File: config.mk
export PLATFORM = sky130hd
export DESIGN_NAME = ipsb_top
export DESIGN_NICKNAME = d
export VERILOG_FILES = /design/src/rtl/ipsb_pkg.sv /design/src/rtl/ipsb_line.sv /design/src/rtl/ipsb_top.sv
export VERILOG_INCLUDE_DIRS = /design/src /design/src/rtl
export SDC_FILE = /design/constraint.sdc
export NUM_CORES = 1
export LEC_CHECK = 0
export ABC_AREA = 1
export BUFFER_PORTS_ARGS = -buffer_cell sky130_fd_sc_hd__buf_2
export CELL_PAD_IN_SITES_DETAIL_PLACEMENT = 0
export CELL_PAD_IN_SITES_GLOBAL_PLACEMENT = 1
export CORE_UTILIZATION = 35
export CTS_BUF_LIST = sky130_fd_sc_hd__clkbuf_2
export CTS_CLUSTER_SIZE = 24
export DETAILED_ROUTE_END_ITERATION = 10
export PLACE_DENSITY_LB_ADDON = 0.1
export SETUP_SLACK_MARGIN = 0.02
export SYNTH_ARGS = -nofsm -noshare
export SYNTH_HDL_FRONTEND = slang
export SYNTH_SLANG_ARGS = --single-unit
File: constraint.sdc
create_clock -name CLK_I -period 1.1 [get_ports CLK_I]
set_input_delay 0.055 -clock CLK_I [delete_from_list [all_inputs] [get_ports CLK_I]]
set_output_delay 0.055 -clock CLK_I [all_outputs]
set_load 0.01 [all_outputs]
File: src/rtl/ipsb_cfg.svh
// Offsets, field layouts and reset values of the upper set-pending bank
`ifndef IPSB_CFG_SVH
`define IPSB_CFG_SVH

`define IPSB_ADDR_W        12
`define IPSB_OFF_FORCE     12'h000
`define IPSB_OFF_CLEAR     12'h004
`define IPSB_OFF_ENABLE    12'h008
`define IPSB_OFF_STATUS    12'h00C
`define IPSB_OFF_MASK      12'h010

`define IPSB_LINE_BASE     64
`define IPSB_IMPL_MASK     32'hFFFF3FFF
`define IPSB_HOLE_LSB      14
`define IPSB_HOLE_MSB      15

`define IPSB_RST_PEND      32'h00000000
`define IPSB_RST_ENABLE    32'h00000000
`define IPSB_RST_STATUS    32'h00000000
`define IPSB_RST_MASK      32'h00000000
`define IPSB_RST_RDATA     32'h00000000

`endif

File: src/rtl/ipsb_pkg.sv
// Types shared by the upper set-pending bank
package ipsb_pkg;

   typedef logic [31:0] ipsb_word_t;

   typedef enum logic [2:0]
   {
      IPSB_SEL_FORCE  = 3'h0,
      IPSB_SEL_CLEAR  = 3'h1,
      IPSB_SEL_ENABLE = 3'h3,
      IPSB_SEL_STATUS = 3'h2,
      IPSB_SEL_MASK   = 3'h6,
      IPSB_SEL_NONE   = 3'h7
   } ipsb_sel_t;

endpackage : ipsb_pkg

File: src/rtl/ipsb_line.sv
// One interrupt line: source synchroniser, pending flag and pend-event flag
`timescale 1ns/1ps
module ipsb_line
(
   input  wire logic clk_i,
   input  wire logic nrst_i,
   input  wire logic src_i,
   input  wire logic enable_i,
   input  wire logic force_i,
   input  wire logic clear_i,
   input  wire logic evt_clr_i,
   output logic      pend_o,
   output logic      evt_o
);

   logic sync1_reg;
   logic sync2_reg;
   logic pend_reg;
   logic pend_next;
   logic evt_reg;
   logic evt_next;
   logic set_req;

   // Source comes from another domain; only the second stage is read
   always_ff @(posedge clk_i or negedge nrst_i)
   begin
      if (!nrst_i)
      begin
         sync1_reg <= 1'b0;
         sync2_reg <= 1'b0;
      end
      else
      begin
         sync1_reg <= src_i;
         sync2_reg <= sync1_reg;
      end
   end

   // Disabled line takes no forced pend; already pending stays as is
   assign set_req = enable_i & (force_i | sync2_reg);

   always_comb
   begin
      pend_next = pend_reg;
      if (clear_i)
      begin
         pend_next = 1'b0;
      end
      // Set wins so an event landing on a clear is not lost
      if (set_req)
      begin
         pend_next = 1'b1;
      end
   end

   always_ff @(posedge clk_i or negedge nrst_i)
   begin
      if (!nrst_i)
      begin
         pend_reg <= 1'b0;
      end
      else
      begin
         pend_reg <= pend_next;
      end
   end

   always_comb
   begin
      evt_next = evt_reg;
      if (evt_clr_i)
      begin
         evt_next = 1'b0;
      end
      if (pend_next & ~pend_reg)
      begin
         evt_next = 1'b1;
      end
   end

   always_ff @(posedge clk_i or negedge nrst_i)
   begin
      if (!nrst_i)
      begin
         evt_reg <= 1'b0;
      end
      else
      begin
         evt_reg <= evt_next;
      end
   end

   assign pend_o = pend_reg;
   assign evt_o  = evt_reg;

endmodule : ipsb_line

File: src/rtl/ipsb_top.sv
// APB slave holding the force-pending, clear-pending, enable and event registers of lines 64..95
//
// Decided for this implementation: the APB interface to the registers and the address map.
`timescale 1ns/1ps
`include "ipsb_cfg.svh"
module ipsb_top
#(
   parameter int unsigned  ADDR_W    = `IPSB_ADDR_W,
   parameter logic [31:0]  IMPL_MASK = `IPSB_IMPL_MASK
)
(
   input  wire logic              CLK_I,
   input  wire logic              NRST_I,
   input  wire logic              PSEL_I,
   input  wire logic              PENABLE_I,
   input  wire logic              PWRITE_I,
   input  wire logic [ADDR_W-1:0] PADDR_I,
   input  wire logic [31:0]       PWDATA_I,
   output logic [31:0]            PRDATA_O,
   output logic                   PREADY_O,
   output logic                   PSLVERR_O,
   input  wire logic [31:0]       IRQ_SRC_I,
   output logic [31:0]            PEND_O,
   output logic                   IRQ_O
);

   ipsb_pkg::ipsb_sel_t sel;
   logic                setup_phase;
   logic                wr_access;
   logic                wr_force;
   logic                wr_clear;
   logic                wr_enable;
   logic                wr_status;
   logic                wr_mask;
   logic [31:0]         wdata_impl;
   logic [31:0]         force_wr;
   logic [31:0]         clear_wr;
   logic [31:0]         evt_clr_wr;
   logic [31:0]         pend_vec;
   logic [31:0]         evt_vec;
   logic [31:0]         enable_reg;
   logic [31:0]         enable_next;
   logic [31:0]         mask_reg;
   logic [31:0]         mask_next;
   logic [31:0]         rdata_reg;
   logic [31:0]         rdata_next;
   logic                unmapped_reg;
   logic                irq_reg;

   // Address decode, full word match; anything else is unmapped
   always_comb
   begin
      unique case (PADDR_I)
         `IPSB_OFF_FORCE:  sel = ipsb_pkg::IPSB_SEL_FORCE;
         `IPSB_OFF_CLEAR:  sel = ipsb_pkg::IPSB_SEL_CLEAR;
         `IPSB_OFF_ENABLE: sel = ipsb_pkg::IPSB_SEL_ENABLE;
         `IPSB_OFF_STATUS: sel = ipsb_pkg::IPSB_SEL_STATUS;
         `IPSB_OFF_MASK:   sel = ipsb_pkg::IPSB_SEL_MASK;
         default:          sel = ipsb_pkg::IPSB_SEL_NONE;
      endcase
   end

   assign setup_phase = PSEL_I & ~PENABLE_I;
   assign wr_access   = PSEL_I & PENABLE_I & PWRITE_I;

   // One strobe per register, high only in the access cycle of a write to it
   always_comb
   begin
      wr_force  = 1'b0;
      wr_clear  = 1'b0;
      wr_enable = 1'b0;
      wr_status = 1'b0;
      wr_mask   = 1'b0;
      if (wr_access)
      begin
         unique case (sel)
            ipsb_pkg::IPSB_SEL_FORCE:  wr_force  = 1'b1;
            ipsb_pkg::IPSB_SEL_CLEAR:  wr_clear  = 1'b1;
            ipsb_pkg::IPSB_SEL_ENABLE: wr_enable = 1'b1;
            ipsb_pkg::IPSB_SEL_STATUS: wr_status = 1'b1;
            ipsb_pkg::IPSB_SEL_MASK:   wr_mask   = 1'b1;
            ipsb_pkg::IPSB_SEL_NONE:   wr_force  = 1'b0; // Unmapped writes are dropped
         endcase
      end
   end

   // Holes at 15..14 carry no line, so their data is dropped here
   assign wdata_impl = PWDATA_I & IMPL_MASK;

   // Only ones act; zeros in the write data leave every line alone
   assign force_wr   = wr_force  ? wdata_impl : 32'h00000000;
   assign clear_wr   = wr_clear  ? wdata_impl : 32'h00000000;
   assign evt_clr_wr = wr_status ? wdata_impl : 32'h00000000;

   // Bit n of each word serves line 64+n
   genvar gi;
   generate
      for (gi = 0; gi < 32; gi++)
      begin : g_line
         if (IMPL_MASK[gi])
         begin : g_impl
            ipsb_line u_line
            (
               .clk_i     (CLK_I),
               .nrst_i    (NRST_I),
               .src_i     (IRQ_SRC_I[gi]),
               .enable_i  (enable_reg[gi]),
               .force_i   (force_wr[gi]),
               .clear_i   (clear_wr[gi]),
               .evt_clr_i (evt_clr_wr[gi]),
               .pend_o    (pend_vec[gi]),
               .evt_o     (evt_vec[gi])
            );
         end
         else
         begin : g_hole
            assign pend_vec[gi] = 1'b0;
            assign evt_vec[gi]  = 1'b0;
         end
      end
   endgenerate

   always_comb
   begin
      enable_next = enable_reg;
      if (wr_enable)
      begin
         enable_next = wdata_impl;
      end
   end

   always_ff @(posedge CLK_I or negedge NRST_I)
   begin
      if (!NRST_I)
      begin
         enable_reg <= `IPSB_RST_ENABLE;
      end
      else
      begin
         enable_reg <= enable_next;
      end
   end

   always_comb
   begin
      mask_next = mask_reg;
      if (wr_mask)
      begin
         mask_next = wdata_impl;
      end
   end

   always_ff @(posedge CLK_I or negedge NRST_I)
   begin
      if (!NRST_I)
      begin
         mask_reg <= `IPSB_RST_MASK;
      end
      else
      begin
         mask_reg <= mask_next;
      end
   end

   // Read data is captured in setup, so it is a snapshot of the selected register one edge old
   always_comb
   begin
      rdata_next = rdata_reg;
      if (setup_phase)
      begin
         unique case (sel)
            ipsb_pkg::IPSB_SEL_FORCE:  rdata_next = pend_vec;
            ipsb_pkg::IPSB_SEL_CLEAR:  rdata_next = pend_vec;
            ipsb_pkg::IPSB_SEL_ENABLE: rdata_next = enable_reg;
            ipsb_pkg::IPSB_SEL_STATUS: rdata_next = evt_vec;
            ipsb_pkg::IPSB_SEL_MASK:   rdata_next = mask_reg;
            ipsb_pkg::IPSB_SEL_NONE:   rdata_next = `IPSB_RST_RDATA;
         endcase
      end
   end

   always_ff @(posedge CLK_I or negedge NRST_I)
   begin
      if (!NRST_I)
      begin
         rdata_reg <= `IPSB_RST_RDATA;
      end
      else
      begin
         rdata_reg <= rdata_next;
      end
   end

   always_ff @(posedge CLK_I or negedge NRST_I)
   begin
      if (!NRST_I)
      begin
         unmapped_reg <= 1'b0;
      end
      else if (setup_phase)
      begin
         unmapped_reg <= (sel == ipsb_pkg::IPSB_SEL_NONE);
      end
   end

   // Registered to keep the interrupt output glitch free
   always_ff @(posedge CLK_I or negedge NRST_I)
   begin
      if (!NRST_I)
      begin
         irq_reg <= 1'b0;
      end
      else
      begin
         irq_reg <= |(evt_vec & mask_reg);
      end
   end

   // Zero wait states: every access completes in its first access cycle
   assign PREADY_O  = 1'b1;
   assign PSLVERR_O = PSEL_I & PENABLE_I & unmapped_reg;
   assign PRDATA_O  = rdata_reg;
   assign PEND_O    = pend_vec;
   assign IRQ_O     = irq_reg;

endmodule : ipsb_top

==> metrics.log <==
INFO  metric finalSetupViolations = 63
INFO  metric status = complete, but fails checks
INFO  metric cts_htree_levels = 2
INFO  metric hold_path.class = in -> reg
INFO  metric first_global_vias = roughly 9400
INFO  metric fillerInstances = 2668
INFO  metric combinationalPowerShare = around a tenth
INFO  metric ios = between 100 and 150
INFO  metric grt_setup_unrepaired = yes
INFO  metric gp_congestion = between 0.7 and 0.8
INFO  metric drt-pass1-iter-count = 6
INFO  metric hold-worst-slack = -119.9 ps
INFO  metric synth_sequential_area_ratio = 54.45%
INFO  metric number_of_buffers_and_inverters_on_the_critical_path = 1
INFO  metric power.leakage = 7.731 nW
INFO  metric dieWidth = about 170 um
INFO  metric number_of_clock_sinks = 212
INFO  metric critical_path_arrival = 1620 ps
INFO  metric fp.dieArea = ~0.029 mm2
INFO  metric io_buffers = 138
INFO  metric finish.cell_count_without_fillers = 2000
INFO  metric critical_path.endpoint_type = output pin
INFO  metric final_hold_viol_count = 95
INFO  metric synthTopCellsByArea = sky130_fd_sc_hd__dfrtp_1 (54%), sky130_fd_sc_hd__nand2_1 (16%), sky130_fd_sc_hd__nand3_1 (7.9%)
INFO  metric crit_path_cell_trace = and3_1 > buf_2
INFO  metric syn2layout_area_growth = 43.80%
INFO  metric drive_gt1_share = between 20 and 30%
INFO  metric drt-wirelength-per-cell = 16.54 um
INFO  metric crit_family = flip-flops
INFO  metric num_rows = 60
INFO  metric vias_per_cell = roughly 4.7
INFO  metric clkTransAtPathRegs = ~110 ps
INFO  metric worst_clock_skew = around 44 ps
INFO  metric grt_first_pass_wirelength = around 51000 um
INFO  metric power.density = between 1000 and 1500 mW/mm2
INFO  metric die_y = roughly 170 um
INFO  metric drt.antenna.violating_nets = 0
INFO  metric netlist.top_cell.by_area = sky130_fd_sc_hd__dfrtp_1
INFO  metric dr.first_iter.drc_count = between 500 and 600
INFO  metric placedCellCount = approximately 1700
INFO  metric detailedPlacementHpwl = between 20000 and 25000 um
INFO  metric worst-path-max-fanout = 2
INFO  metric yosysWarningCount = 0
INFO  metric groute.usage.overall = about a quarter
INFO  metric netlist-cell-type-count = 23
INFO  metric grt_antenna_before_repair = 1
INFO  metric fp.coreArea = about 0.027 mm2
INFO  metric synth_cells = 1185
INFO  metric ys_ff_latch = ~210
INFO  metric drc = 0
INFO  metric synthesis.area = approximately 0.0097 mm2
INFO  metric crit_path_start_kind = flop
INFO  metric internal-power = ~0.011 W
INFO  metric clock.fmax = 598.3 MHz
INFO  metric power_frac_clock = a little under two fifths
INFO  metric final_nets = approximately 1700
INFO  metric number_of_buffers_added_by_the_clock_tree_synthesis_step = 60
INFO  metric final_util = 51.70%
INFO  metric pins_over_slew_limit = 0
INFO  metric required = approximately 1000 ps
INFO  metric share_of_the_clock_period_used_by_the_worst_path_after_layout = 152.0%
INFO  metric initial_cell_density_of_the_core = about 36%
INFO  metric grt_start_max_net_pins = 49
INFO  metric max_cap_violations = 0
INFO  metric critical_path_start_end_classification = reg -> out
INFO  metric power.sequential.fraction = 53.5%
INFO  metric critPathMaxStageDelay = 450 ps
INFO  metric synth.top_cell.area_share = between 50% and 60%
INFO  metric grt.overflow.total = 0
INFO  metric cts.path.max_buffers = 3
INFO  metric tritoncts = done
INFO  metric via_count = 9322
INFO  metric avgSynthCellArea = a little over 8 um2
INFO  metric timing.critical_path.slowest_stage_cell = sky130_fd_sc_hd__dfrtp_1
INFO  metric setup_slack = -571.5 ps
INFO  metric finalSetupTns = -21370 ps
INFO  metric timing.final.crit_period = 1671 ps
INFO  metric clock_latency = roughly 870 ps
INFO  metric netSwitchingPower = ~0.0042 W
INFO  metric postRouteWirelength = 33070 um
INFO  metric violations = negative hold slack, negative setup slack
INFO  metric worst_ir_drop_on_vdd = roughly 0.00059 V
INFO  metric power_switching_share = 27.92%
INFO  metric clk_root_buffer_cell = sky130_fd_sc_hd__clkbuf_2
## worst reg2reg max path: stages, from the launching register on
cell and delay (ps):
sky130_fd_sc_hd__dfrtp_1 410, sky130_fd_sc_hd__a22o_1 240, sky130_fd_sc_hd__nor2_2 160, sky130_fd_sc_hd__nand2_2 90, sky130_fd_sc_hd__nor2_4 120, sky130_fd_sc_hd__nand2_2 80
## layout by cell type, fill, tap and decap left out, types with 23 or more instances in the layout
cell type and count:
sky130_fd_sc_hd__nand3_1 139, sky130_fd_sc_hd__inv_2 23, sky130_fd_sc_hd__nand4_1 31, sky130_fd_sc_hd__o21ai_1 91, sky130_fd_sc_hd__clkbuf_2 91, sky130_fd_sc_hd__buf_12 24, sky130_fd_sc_hd__dlygate4sd3_1 131, sky130_fd_sc_hd__buf_2 128
sky130_fd_sc_hd__inv_1 92, sky130_fd_sc_hd__dfrtp_1 211, sky130_fd_sc_hd__nand2_1 405, sky130_fd_sc_hd__buf_4 123
## per-layer routing
| layer | wire (um) | GRT usage (%) | up-vias | share of wire (%) |
|---|---|---|---|---|
| li1 | - | - | 4592 | - |
| met1 | 15290 | 32.02 | 4404 | 46 |
| met2 | 15330 | 38.18 | 268 | 46 |
| met3 | 1852 | 3.951 | 58 | 5.6 |
| met5 | 0 | 0 | - | 0 |
| met4 | 609 | 6.561 | 0 | 1.8 |
## repair_timing
item | in CTS | in global routing
gates resized for setup | 6 | 87
pin swaps | 2 | 21
hold endpoints to repair | 393 | 122
setup endpoints to repair | 63 | 187
hold buffers | 133 | 1
gates cloned | 0 | 3
setup buffers | 39 | 18
## cell families after synthesis
group / share of synthesized area [%]
flops: 54.45
simple gates: 27.43
buf+inv: 10.44
other cells: 0.07708
compound gates: 7.602
## cell usage after synthesis, drive strengths merged
library cell    n
conb            2
nor2           24
nand4          31
nand3         154
nor3            1
o21bai         12
clkbuf         12
inv           115
o21ai         109
dfrtp         212
nand2         414
a22o           12
buf            84
and3            3
## worst paths after layout
check | start | to | slack (ps) | depth (start not counted)
worst min-delay path | PADDR_I[5] | enable_reg[13]$_DFFE_PN0P_ | -120 | 7
max in group asynchronous | NRST_I | mask_reg[2]$_DFFE_PN0P_ | 310 | 4
worst max-delay path | unmapped_reg$_DFFE_PN0P_ | PSLVERR_O | -570 | 2
min in group asynchronous | NRST_I | mask_reg[23]$_DFFE_PN0P_ | 170 | 3
worst min register to register | g_line[21].g_impl.u_line.sync1_reg$_DFF_PN0_ | g_line[21].g_impl.u_line.sync2_reg$_DFF_PN0_ | 340 | 0
worst max register to register | g_line[24].g_impl.u_line.evt_o$_DFFE_PN0P_ | IRQ_O$_DFF_PN0_ | -120 | 5
## power by group through the flow
| stage | Combinational (W) | Sequential (W) | Clock, W |
|---|---|---|---|
| 6_report | 0.00139 | 0.00800 | 0.00555 |
| 5_1_grt | 0.00153 | 0.00802 | 0.00618 |
| 4_1_cts | 0.00137 | 0.00800 | 0.00576 |
| 3_5_place_dp | 0.000973 | 0.00816 | 0 |
| 3_3_place_gp | 0.000973 | 0.00816 | 0 |
| 2_1_floorplan | 0.000353 | 0.00814 | 0 |
## final cells by class
| type | count | area, um2 | share of cell area (%) |
|---|---|---|---|
| Clock inverter | 11 | 41.29 | 0.2947 |
| Sequential cell | 212 | 5306 | 37.87 |
| Multi-Input combinational cell | 765 | 3645 | 26.01 |
| Clock buffer | 91 | 455.4 | 3.251 |
| Timing Repair Buffer | 429 | 3649 | 26.04 |
| Antenna cell | 5 | 12.51 | 0.08930 |
| Tap cell | 372 | 465.4 | 3.322 |
| Inverter | 115 | 436.7 | 3.117 |
## stage by stage
step	instance area (um2)	total power, W	setup WS [ps]
floorplan	9754	0.008494	31.22
global placement	11450	0.009133	-375.6
detailed placement	11450	0.009134	-372.6
CTS	13590	0.01513	-647.6
global route	14010	0.01574	-673.6
finish	14010	0.01494	-571.5
No activity file was read; power rests on OpenSTA's default activity.
